`src/hw/splk_pkg.sv`:
```
/*
 * shared constants for the sector protection lock block: opcodes, status
 * field positions, global protect decode values and frame widths.
 * assumes a 2 Mbit array split into 64 KB sectors and 24-bit addressing.
 */
package splk_pkg;
    localparam int NumSectors = 4;
    localparam int SectorIdxW = 2;
    localparam int SectorLsb = 16;         // 64 KB sectors
    localparam int AddrW = 24;
    localparam logic [7:0] OpReadProt = 8'h3c;
    localparam logic [7:0] OpProtect = 8'h36;
    localparam logic [7:0] OpUnprotect = 8'h39;
    localparam logic [7:0] OpWriteStatus = 8'h01;
    localparam int LockBitPos = 7;
    localparam int GlobalHi = 5;
    localparam int GlobalLo = 2;
    localparam logic [3:0] GlobalAllSet = 4'hf;
    localparam logic [3:0] GlobalAllClr = 4'h0;
    localparam logic [1:0] SumNone = 2'h0;
    localparam logic [1:0] SumSome = 2'h1;
    localparam logic [1:0] SumAll = 2'h3;
    localparam logic [5:0] CntOpEnd = 6'h07;
    localparam logic [5:0] CntAddrEnd = 6'h1f;
    localparam logic [5:0] CntDataEnd = 6'h0f;
    localparam logic [7:0] ByteProtected = 8'hff;
    localparam logic [7:0] ByteUnprotected = 8'h00;
    localparam logic [NumSectors-1:0] ProtResetAll = 4'hf;
    typedef enum logic [2:0] {
        SPLK_IDLE = 3'h0,
        SPLK_OPC = 3'h1,
        SPLK_ADDR = 3'h3,
        SPLK_DATA = 3'h2,
        SPLK_OUT = 3'h6,
        SPLK_SKIP = 3'h7
    } splk_state_t;
endpackage : splk_pkg

```
`src/hw/splk_cmd_if.sv`:
```
/*
 * interface carrying decoded commands from the frame engine to the
 * protection store, and the store state back.
 * assumes both ends share sys_clk.
 */
`timescale 1ns/1ps
interface splk_cmd_if;
    logic protStrobe;
    logic unprotStrobe;
    logic wrStatStrobe;
    logic [splk_pkg::SectorIdxW-1:0] sector;
    logic [7:0] statData;
    logic [splk_pkg::NumSectors-1:0] protBits;
    logic lockBit;
    modport engine (output protStrobe, output unprotStrobe, output wrStatStrobe, output sector,
                    output statData, input protBits, input lockBit);
    modport store (input protStrobe, input unprotStrobe, input wrStatStrobe, input sector,
                   input statData, output protBits, output lockBit);
endinterface : splk_cmd_if

```
`src/hw/splk_prot_store.sv`:
```
/*
 * storage of per-sector protection bits and the protection lock bit, with
 * hardware/software locking.
 * assumes one-cycle command strobes from the frame engine and a synchronised pin.
 */
`timescale 1ns/1ps
module splk_prot_store (
    // clocking
    input wire logic sys_clk,
    input wire logic rst_n,
    input wire logic clkEn,
    // pin level, active low write protect
    input wire logic wpLevel,
    // commands
    splk_cmd_if.store cmd,
    // status
    output logic hwLocked
);
    logic [splk_pkg::NumSectors-1:0] protReg;
    logic [splk_pkg::NumSectors-1:0] protNext;
    logic lockReg;
    logic lockNext;
    logic [3:0] globalCode;
    logic newLock;

    assign hwLocked = ~wpLevel & lockReg;
    assign globalCode = cmd.statData[splk_pkg::GlobalHi:splk_pkg::GlobalLo];
    assign newLock = cmd.statData[splk_pkg::LockBitPos];

    // lock bit and sector bits decided from the state before the write
    always_comb begin
        protNext = protReg;
        lockNext = lockReg;
        if (!hwLocked) begin
            if (!lockReg) begin
                // unlocked: per-sector and global operations allowed
                if (cmd.protStrobe) protNext[cmd.sector] = 1'b1;
                if (cmd.unprotStrobe) protNext[cmd.sector] = 1'b0;
                if (cmd.wrStatStrobe) begin
                    lockNext = newLock;
                    if (globalCode == splk_pkg::GlobalAllSet) protNext = '1;
                    if (globalCode == splk_pkg::GlobalAllClr) protNext = '0;
                end
            end else if (cmd.wrStatStrobe) begin
                // soft lock: only the lock bit moves, no global op
                lockNext = newLock;
            end
        end
    end

    // power-up: all sectors protected and unlocked
    always_ff @(posedge sys_clk) begin
        if (!rst_n) begin
            protReg <= splk_pkg::ProtResetAll;
            lockReg <= 1'b0;
        end else if (clkEn) begin
            protReg <= protNext;
            lockReg <= lockNext;
        end
    end

    assign cmd.protBits = protReg;
    assign cmd.lockBit = lockReg;
endmodule : splk_prot_store

```
`src/hw/splk_protect_lock.sv`:
```
/*
 * sector protection bits, protection lock bit and the serial frame engine that
 * reads one sector's protection byte back, plus protect/unprotect/status writes.
 * assumes spi pins are oversampled by sys_clk (mode 0), sampled on the rising
 * serial clock edge and shifted out after the falling edge.
 */
`timescale 1ns/1ps

// Function
// - after last address bit, drive every clock
// - repeat FFh if protected, 00h otherwise
// - chip select release ends read, tristates output
// - partial output byte accepted without error
// - read data ignores write-protect pin
// - protection depends only on sector bit
// - hardware lock needs pin low and lock bit
// - hardware lock discards protect, unprotect, status writes
// - clearing lock bit skips global operations
// - hardware locked bit cleared only by reset; here raising the pin also clears it
// - reset sets every protection bit, unlocked
// - pin high: lock bit settable, soft lock
// - locking write may also do global op
// - soft lock: lock clearable, protection frozen
// - lock bit zero: everything modifiable
// - summary field shows all, some, none
// - unlocked 7Fh write protects all sectors
// - unlocked 00h write unprotects all sectors
// - only bit 7 stored from status write
module splk_protect_lock (
    // clocking
    input wire logic sys_clk,
    input wire logic rst_n,
    input wire logic clkEn,
    // serial pins
    input wire logic chipSelN,
    input wire logic serialClk,
    input wire logic serialIn,
    output logic serialOut,
    output logic serialOutEn,
    input wire logic writeProtN,
    // status
    output logic protectionLockBit,
    output logic [1:0] protectionSummaryField,
    output logic hwLocked,
    output logic [splk_pkg::NumSectors-1:0] sectorProtBits
);
    logic csSync;
    logic sckSync;
    logic siSync;
    logic wpSync;
    splk_cmd_if cmdBus ();

    splk_sync #(.ResetVal(1'b1)) uCsSync (.sys_clk(sys_clk), .rst_n(rst_n), .clkEn(clkEn),
        .asyncIn(chipSelN), .syncOut(csSync));
    splk_sync #(.ResetVal(1'b0)) uSckSync (.sys_clk(sys_clk), .rst_n(rst_n), .clkEn(clkEn),
        .asyncIn(serialClk), .syncOut(sckSync));
    splk_sync #(.ResetVal(1'b0)) uSiSync (.sys_clk(sys_clk), .rst_n(rst_n), .clkEn(clkEn),
        .asyncIn(serialIn), .syncOut(siSync));
    splk_sync #(.ResetVal(1'b1)) uWpSync (.sys_clk(sys_clk), .rst_n(rst_n), .clkEn(clkEn),
        .asyncIn(writeProtN), .syncOut(wpSync));

    splk_prot_store uStore (.sys_clk(sys_clk), .rst_n(rst_n), .clkEn(clkEn),
        .wpLevel(wpSync), .cmd(cmdBus.store), .hwLocked(hwLocked));

    // edge detection works on the synchronised copy only
    logic sckPrevReg;
    logic sckRise;
    logic sckFall;
    logic csActive;
    assign sckRise = sckSync & ~sckPrevReg;
    assign sckFall = ~sckSync & sckPrevReg;
    assign csActive = ~csSync;

    splk_pkg::splk_state_t stateReg;
    splk_pkg::splk_state_t stateNext;
    logic [5:0] cntReg;
    logic [5:0] cntNext;
    logic [7:0] opReg;
    logic [7:0] opNext;
    logic [splk_pkg::AddrW-1:0] addrReg;
    logic [splk_pkg::AddrW-1:0] addrNext;
    logic [7:0] dataReg;
    logic [7:0] dataNext;
    logic [2:0] outIdxReg;
    logic [2:0] outIdxNext;
    logic outBitReg;
    logic outBitNext;
    logic outEnReg;
    logic outEnNext;
    logic protNext;
    logic unprotNext;
    logic wrStatNext;
    logic protReg;
    logic unprotReg;
    logic wrStatReg;
    logic [splk_pkg::SectorIdxW-1:0] secReg;
    logic [splk_pkg::SectorIdxW-1:0] secNext;

    // sector index from the address just shifted in
    logic [splk_pkg::AddrW-1:0] addrShift;
    logic [splk_pkg::SectorIdxW-1:0] addrSector;
    logic [7:0] readByte;
    assign addrShift = {addrReg[splk_pkg::AddrW-2:0], siSync};
    assign addrSector = addrShift[splk_pkg::SectorLsb +: splk_pkg::SectorIdxW];
    // byte depends on the sector bit alone; the pin never enters
    assign readByte = cmdBus.protBits[secReg] ? splk_pkg::ByteProtected
                                              : splk_pkg::ByteUnprotected;

    // frame engine next state
    always_comb begin
        stateNext = stateReg;
        cntNext = cntReg;
        opNext = opReg;
        addrNext = addrReg;
        dataNext = dataReg;
        outIdxNext = outIdxReg;
        outBitNext = outBitReg;
        outEnNext = outEnReg;
        secNext = secReg;
        protNext = 1'b0;
        unprotNext = 1'b0;
        wrStatNext = 1'b0;
        if (!csActive) begin
            // a release at any bit position simply drops the frame
            stateNext = splk_pkg::SPLK_IDLE;
            outEnNext = 1'b0;
            cntNext = '0;
        end else begin
            unique case (stateReg)
                splk_pkg::SPLK_IDLE: begin
                    stateNext = splk_pkg::SPLK_OPC;
                    cntNext = '0;
                end
                splk_pkg::SPLK_OPC: begin
                    if (sckRise) begin
                        opNext = {opReg[6:0], siSync};
                        cntNext = cntReg + 6'h01;
                        if (cntReg == splk_pkg::CntOpEnd) begin
                            cntNext = '0;
                            unique case ({opReg[6:0], siSync})
                                splk_pkg::OpReadProt, splk_pkg::OpProtect,
                                splk_pkg::OpUnprotect: stateNext = splk_pkg::SPLK_ADDR;
                                splk_pkg::OpWriteStatus: stateNext = splk_pkg::SPLK_DATA;
                                default: stateNext = splk_pkg::SPLK_SKIP;
                            endcase
                        end
                    end
                end
                splk_pkg::SPLK_ADDR: begin
                    if (sckRise) begin
                        addrNext = addrShift;
                        cntNext = cntReg + 6'h01;
                        if (cntReg == splk_pkg::CntAddrEnd - 6'h08) begin
                            secNext = addrSector;
                            cntNext = '0;
                            if (opReg == splk_pkg::OpReadProt) begin
                                stateNext = splk_pkg::SPLK_OUT;
                                outIdxNext = 3'h7;
                            end else begin
                                protNext = (opReg == splk_pkg::OpProtect);
                                unprotNext = (opReg == splk_pkg::OpUnprotect);
                                stateNext = splk_pkg::SPLK_SKIP;
                            end
                        end
                    end
                end
                splk_pkg::SPLK_DATA: begin
                    if (sckRise) begin
                        dataNext = {dataReg[6:0], siSync};
                        cntNext = cntReg + 6'h01;
                        if (cntReg == splk_pkg::CntOpEnd) begin
                            wrStatNext = 1'b1;
                            stateNext = splk_pkg::SPLK_SKIP;
                        end
                    end
                end
                splk_pkg::SPLK_OUT: begin
                    // one bit per falling edge, byte repeats while selected
                    if (sckFall) begin
                        outEnNext = 1'b1;
                        outBitNext = readByte[outIdxReg];
                        outIdxNext = outIdxReg - 3'h1;
                    end
                end
                splk_pkg::SPLK_SKIP: begin
                    stateNext = splk_pkg::SPLK_SKIP;
                end
                default: stateNext = splk_pkg::SPLK_IDLE;
            endcase
        end
    end

    // frame registers; held while clock enable is low
    always_ff @(posedge sys_clk) begin
        if (!rst_n) begin
            stateReg <= splk_pkg::SPLK_IDLE;
            cntReg <= '0;
            opReg <= '0;
            addrReg <= '0;
            dataReg <= '0;
            outIdxReg <= 3'h7;
            outBitReg <= 1'b0;
            outEnReg <= 1'b0;
            secReg <= '0;
            sckPrevReg <= 1'b0;
            protReg <= 1'b0;
            unprotReg <= 1'b0;
            wrStatReg <= 1'b0;
        end else if (clkEn) begin
            stateReg <= stateNext;
            cntReg <= cntNext;
            opReg <= opNext;
            addrReg <= addrNext;
            dataReg <= dataNext;
            outIdxReg <= outIdxNext;
            outBitReg <= outBitNext;
            outEnReg <= outEnNext;
            secReg <= secNext;
            sckPrevReg <= sckSync;
            protReg <= protNext;
            unprotReg <= unprotNext;
            wrStatReg <= wrStatNext;
        end
    end

    // command strobes to the store
    assign cmdBus.protStrobe = protReg;
    assign cmdBus.unprotStrobe = unprotReg;
    assign cmdBus.wrStatStrobe = wrStatReg;
    assign cmdBus.sector = secReg;
    assign cmdBus.statData = dataReg;

    // summary field from the live protection bits
    assign protectionSummaryField = (&cmdBus.protBits) ? splk_pkg::SumAll :
                                    (|cmdBus.protBits) ? splk_pkg::SumSome : splk_pkg::SumNone;
    // enable drops with the synchronised chip select, so the pin floats two sys_clk after select rises
    assign serialOutEn = outEnReg & csActive;
    assign serialOut = outBitReg;
    assign protectionLockBit = cmdBus.lockBit;
    assign sectorProtBits = cmdBus.protBits;
endmodule : splk_protect_lock

```
`src/hw/splk_sync.sv`:
```
/*
 * two flip-flop synchroniser for one pin level.
 * assumes the pin is asynchronous to sys_clk; first stage feeds only the second.
 */
`timescale 1ns/1ps
module splk_sync #(
    parameter logic ResetVal = 1'b0
) (
    // clocking
    input wire logic sys_clk,
    input wire logic rst_n,
    input wire logic clkEn,
    // level
    input wire logic asyncIn,
    output logic syncOut
);
    logic stage1Reg;
    logic stage2Reg;

    // plain two-stage chain
    always_ff @(posedge sys_clk) begin
        if (!rst_n) begin
            stage1Reg <= ResetVal;
            stage2Reg <= ResetVal;
        end else if (clkEn) begin
            stage1Reg <= asyncIn;
            stage2Reg <= stage1Reg;
        end
    end

    assign syncOut = stage2Reg;
endmodule : splk_sync
```
`config.mk`:
```
export PLATFORM = sky130hd
export DESIGN_NAME = splk_protect_lock
export DESIGN_NICKNAME = d
export VERILOG_FILES = /design/src/hw/splk_pkg.sv /design/src/hw/splk_cmd_if.sv /design/src/hw/splk_prot_store.sv /design/src/hw/splk_protect_lock.sv /design/src/hw/splk_sync.sv
export SDC_FILE = /design/constraint.sdc
export NUM_CORES = 1
export LEC_CHECK = 0
export BUFFER_PORTS_ARGS = -buffer_cell sky130_fd_sc_hd__buf_2
export CAP_MARGIN = 10
export CORE_ASPECT_RATIO = 1.5
export CORE_MARGIN = 10
export CORE_UTILIZATION = 55
export CTS_BUF_LIST = sky130_fd_sc_hd__clkbuf_4 sky130_fd_sc_hd__clkbuf_8
export DETAILED_ROUTE_END_ITERATION = 10
export PLACE_DENSITY = 0.76
export SLEW_MARGIN = 20
export SYNTH_ARGS = -nofsm -noshare
export SYNTH_HDL_FRONTEND = slang
export SYNTH_SLANG_ARGS = --single-unit
```
`constraint.sdc`:
```
create_clock -name sys_clk -period 4.46 [get_ports sys_clk]
set_clock_uncertainty 0.2 [all_clocks]
set_input_delay 0.892 -clock sys_clk [delete_from_list [all_inputs] [get_ports sys_clk]]
set_output_delay 0.892 -clock sys_clk [all_outputs]
set_load 0.005 [all_outputs]
```
# Word level (Yosys, flattened, before mapping)
# Cells that the tools add are included.
[classes] add_sub_neg=2 n_lt_le_gt_ge=3 eq_ne=26 n_mux=58 n_bitwise=13 reduce_logical=21
[op_table] operator="$eq 8x6->1 const B" count=6
[op_table] operator="$mux 6" count=6
[op_table] operator="$mux 3" count=11
[op_table] operator="$mux 4" count=7
[op_table] operator="$mux 1" count=25
[op_table] operator="$pmux 6 s4" count=1
[op_table] operator="$reduce_and 4->1" count=5
[op_table] operator="$ne 3x2->1 const B" count=6
[op_table] operator="$pmux 3 s6" count=1
[op_table] operator="$pmux 3 s2" count=2
[op_table] operator="$reduce_and 5->1" count=2
[op_table] operator="$eq 8x1->1 const B" count=1
[op_table] operator="$mux 8" count=1
[op_table] operator="$ne 2x2->1 const B" count=4
[op_table] operator="$reduce_and 8->1" count=1
[op_table] operator="$reduce_and 7->1" count=1
[op_table] operator="$add 6x1->6 const B" count=1
[op_table] operator="$eq 3x2->1 const B" count=2
[op_table] operator="$eq 3x3->1 const B" count=2
[op_table] operator="$eq 6x3->1 const B" count=1
[op_table] operator="$eq 6x5->1 const B" count=1
[op_table] operator="$not 1->1" count=6
[op_table] operator="$reduce_and 3->1" count=2
[op_table] operator="$reduce_bool 2->1" count=3
[op_table] operator="other kinds (22)" count=25
[word_totals] ff_bits=66 in_bits=7 out_inout_bits=10

# Depth between registers and ports, before layout
[logic_depth] word_depth=13 ltp_mapped=6

# Hierarchy
# Synthesis repeated with hierarchy kept, for this count alone.
[unflattened] hier_cells=332 hier_area_um2=2881.5
[modules_own_cells] mod="splk_protect_lock" instances=1 cells_each=274 area_each_um2=2288.4
[modules_own_cells] mod="splk_prot_store" instances=1 cells_each=34 area_each_um2=312.8
[modules_own_cells] mod="splk_sync (uSckSync ...)" instances=2 cells_each=6 area_each_um2=72.6
[modules_own_cells] mod="splk_sync (uCsSync ...)" instances=2 cells_each=6 area_each_um2=67.6

# Worst setup path before layout
# OpenSTA, ideal clock, no wires.
[synth_path] kind="input -> register" from="input port rst_n" to="register cntReg[4]" setup_ns=0.084 t_arrival_ns=1.937 t_required_ns=4.176 setup_slack_ns=2.239 stages=4 path_buffers=1 cell_sequence="clkbuf_1 -> clkinv_1 -> or3b_4 -> o31ai_2"
[synth_rtl] element="start, declared" line_no="splk_protect_lock.sv:32" text="input wire logic rst_n,"
[synth_rtl] element="end signal, assigned" line_no="splk_protect_lock.sv:211" text="cntReg <= cntNext;"
[synth_rtl] element="end, declared" line_no="splk_protect_lock.sv:76" text="logic [5:0] cntReg;"

==> results.txt <==
status -> finished clean
Largest stage delay, worst path -> 0.63 ns
total power -> 1110 uW
global-route wire length before repair -> 9480 um
class of the tightest hold or removal check -> reg2reg
number of endpoints with negative hold slack in the final report -> 0
register area share after synthesis -> 43.4%
post-synthesis cell count -> 332
starting density of the core -> 56.6%
Die Area -> 8640 um^2
routability congestion estimate from global placement -> 0.829
kind of start point of the critical path -> input pin
Die Wd -> 79.3 um
leakage component of the power -> 0.00122 uW
number of resized instances in the post-cts repair step -> 0
commonest register cell after synthesis -> sky130_fd_sc_hd__dfxtp_1
# rows -> 32
Vias/cell -> 5.67
Avg Inst Size Synth -> 8.74 um^2
top post-synthesis cells by count -> sky130_fd_sc_hd__dfxtp_1 (63), sky130_fd_sc_hd__nand2_1 (51), sky130_fd_sc_hd__nor2_1 (32)
ports placed on the boundary -> 17
P per Cell Area -> 350 nW/um^2
area added between synthesis and finish -> 9.09%
total via count in the routed design -> 2331
most frequent cell after synthesis -> sky130_fd_sc_hd__dfxtp_1
crit path time final -> 2.57 ns
Worst Setup Path Type -> in2reg
number of distinct standard cells referenced by the synthesized netlist -> 52
largest net degree at the start of global routing -> 52
crit path capture type -> flip-flop
total track usage -> 13.6%
signal arrival time at the worst endpoint -> 2.64 ns
number of design rule violations left after detail routing -> 0
worst slew pin tran -> 0.726 ns
Post-DP HPWL -> 3740 um
number of enable-type register cells in the synthesized netlist -> 0
buffer levels on the longest clock path -> 2
FFs w/ async S/R, synth -> 0%
Final Max Slew Viols -> 0
Clock H-tree levels -> 3
clock sinks -> 63
post-synthesis net count -> 340
Total Negative Setup Slacks -> 0 ns
Clk pin slew, worst setup/hold paths -> 0.07 ns
Layout Nets -> 346
total number of yosys warnings -> 0
unrepaired setup endpoints after global routing -> false
sum of overflow across all layers after global routing -> 0
vias in the first global route -> 2151
peak clock frequency supported by timing -> 388 MHz
Wirelength per Cell -> 13.4 um
required time of the critical path -> 4.52 ns
R2R cell count -> 4
post-synth top area share -> 43.4%
Root Buffer Master -> sky130_fd_sc_hd__clkbuf_8
core area -> 5120 um^2
Hold Path Depth -> 2
vertical die dimension -> 109 um
max-cap violation count -> 0
critical-path cell list -> buf_2 -> nand4_1 -> or3b_2 -> a21oi_1
sequential cell area in the final layout -> 1260 um^2
total standard cell area after synthesis -> 2900 um^2
worst vdd ir -> 271 uV
TritonCTS clock tree -> done
Post-CTS Setup Bufs -> 0
cell types occupying the most area after synthesis -> sky130_fd_sc_hd__dfxtp_1 (43%), sky130_fd_sc_hd__mux2i_1 (9.3%), sky130_fd_sc_hd__nand2_1 (6.6%)
final setup violation count -> 0
antenna-violating nets left -> 0
First DRT Iteration DRCs -> 123
cell taking the most area after synthesis -> sky130_fd_sc_hd__dfxtp_1
Final period util -> 57.7%
number of synthesized register bits -> 63
gate family responsible for the most delay along the worst path -> simple AND/OR/NAND/NOR gates
first-pass iteration count of the detailed router -> 6
clock latency reported for the late side of the worst-skew pair -> 0.34 ns
number of diodes added for antenna fixing -> 0
multi-input logic area -> 1530 um^2
worst max-slew margin expressed relative to the limit -> 51.5%
number of gates on the worst path with buffers counted -> 4
overall routed net length -> 5510 um
IO buf count -> 16
antenna violations before repair -> 0
filler cell count -> 467
number of buffer and inverter stages on the critical path -> 1
critical path fanouts, max -> 23
hold bufs inserted after CTS -> 0
cell at the slowest stage of the critical path -> sky130_fd_sc_hd__or3b_2
share of cells above drive strength 1 -> 12.5%
number of CTS-inserted buffers -> 9
[worst min-delay path, stage by stage (launching register included)]
cell and delay, ns:
sky130_fd_sc_hd__dfxtp_1 0.31, sky130_fd_sc_hd__nand2_1 0.05, sky130_fd_sc_hd__a21oi_1 0.05
[area by class of cell]
type	count	area share, %
Multi-Input combinational cell	245	48.2
Sequential cell	63	39.8
Clock buffer	10	4.35
Timing Repair Buffer	17	2.77
Tap cell	68	2.69
Clock inverter	6	1.90
Inverter	2	0.237
[registers in the layout (all words and copies together) (netlist names), 2 cells and up, named ones only]
name	cells
uStore.cmd.protBits	4
cmdBus.statData	8
cntReg	6
addrReg	17
cmdBus.sector	2
opReg	8
stateReg	3
[path summary, 6_finish.rpt]
path                                       endpoint        startpoint  slack (ns)
worst max-delay path            cmdBus.wrStatStrobe             clkEn        1.89
worst min-delay path                    addrReg[11]       addrReg[10]        0.25
worst max register to register  cmdBus.wrStatStrobe  uSckSync.syncOut        2.00
worst min register to register          addrReg[11]       addrReg[10]        0.25
[kinds of logic (layout without fill, tap and decap cells)]
| group | count (synthesis) | after routing | share of synthesized area (%) |
|---|---|---|---|
| buffers and inverters | 24 | 35 | 3.92 |
| muxes | 28 | 28 | 10.1 |
| xor gates and xnor gates | 1 | 1 | 0.302 |
| AOI/OAI and AO/OA | 69 | 69 | 16.5 |
| and+or+nand+nor | 146 | 146 | 25.3 |
| DFF | 63 | 63 | 43.4 |
| adders and majority gates | 1 | 1 | 0.431 |
[cells in the final DEF, fill, tap and decap left out, types with 4 or more instances in the layout]
cell                        n
sky130_fd_sc_hd__dfxtp_1   63
sky130_fd_sc_hd__nand2b_1  12
sky130_fd_sc_hd__a31oi_1    5
sky130_fd_sc_hd__nor2_1    32
sky130_fd_sc_hd__nor2b_1    7
sky130_fd_sc_hd__a32oi_1    4
sky130_fd_sc_hd__nand4_1    5
sky130_fd_sc_hd__and2_1     4
sky130_fd_sc_hd__mux2i_1   27
sky130_fd_sc_hd__nand3_1   10
sky130_fd_sc_hd__clkbuf_8  10
sky130_fd_sc_hd__o21ai_0    9
sky130_fd_sc_hd__buf_2     16
sky130_fd_sc_hd__nand2_1   51
sky130_fd_sc_hd__a21oi_1   31
[where the power goes]
part           internal, uW  total [uW]  switching, uW
combinational          16.8        43.0           26.2
sequential              569         575           6.32
clock                   270         490            220
total                   855        1110            252
[metrics by stage]
step	hold WS (ns)	util, %	std cells	setup WS [ns]	instance area [um^2]
after detailed placement	0.246	57.9	395	1.57	2970
after floorplan	0.232	-	332	2.24	2900
after global placement	0.238	57.9	395	1.61	2970
final	0.252	61.8	411	1.89	3170
after CTS	0.256	61.8	411	1.91	3170
after global routing	0.274	61.8	411	1.80	3170
[metal layers]
metal | up-vias | track usage (%) | part of all wire [%]
met2 | 42 | 23.2 | 50
met5 | - | 0 | 0
met3 | 11 | 3.87 | 4.2
li1 | 1191 | - | -
met1 | 1087 | 14.3 | 43
met4 | 0 | 8.48 | 3.0
No activity file was read; power rests on OpenSTA's default activity.
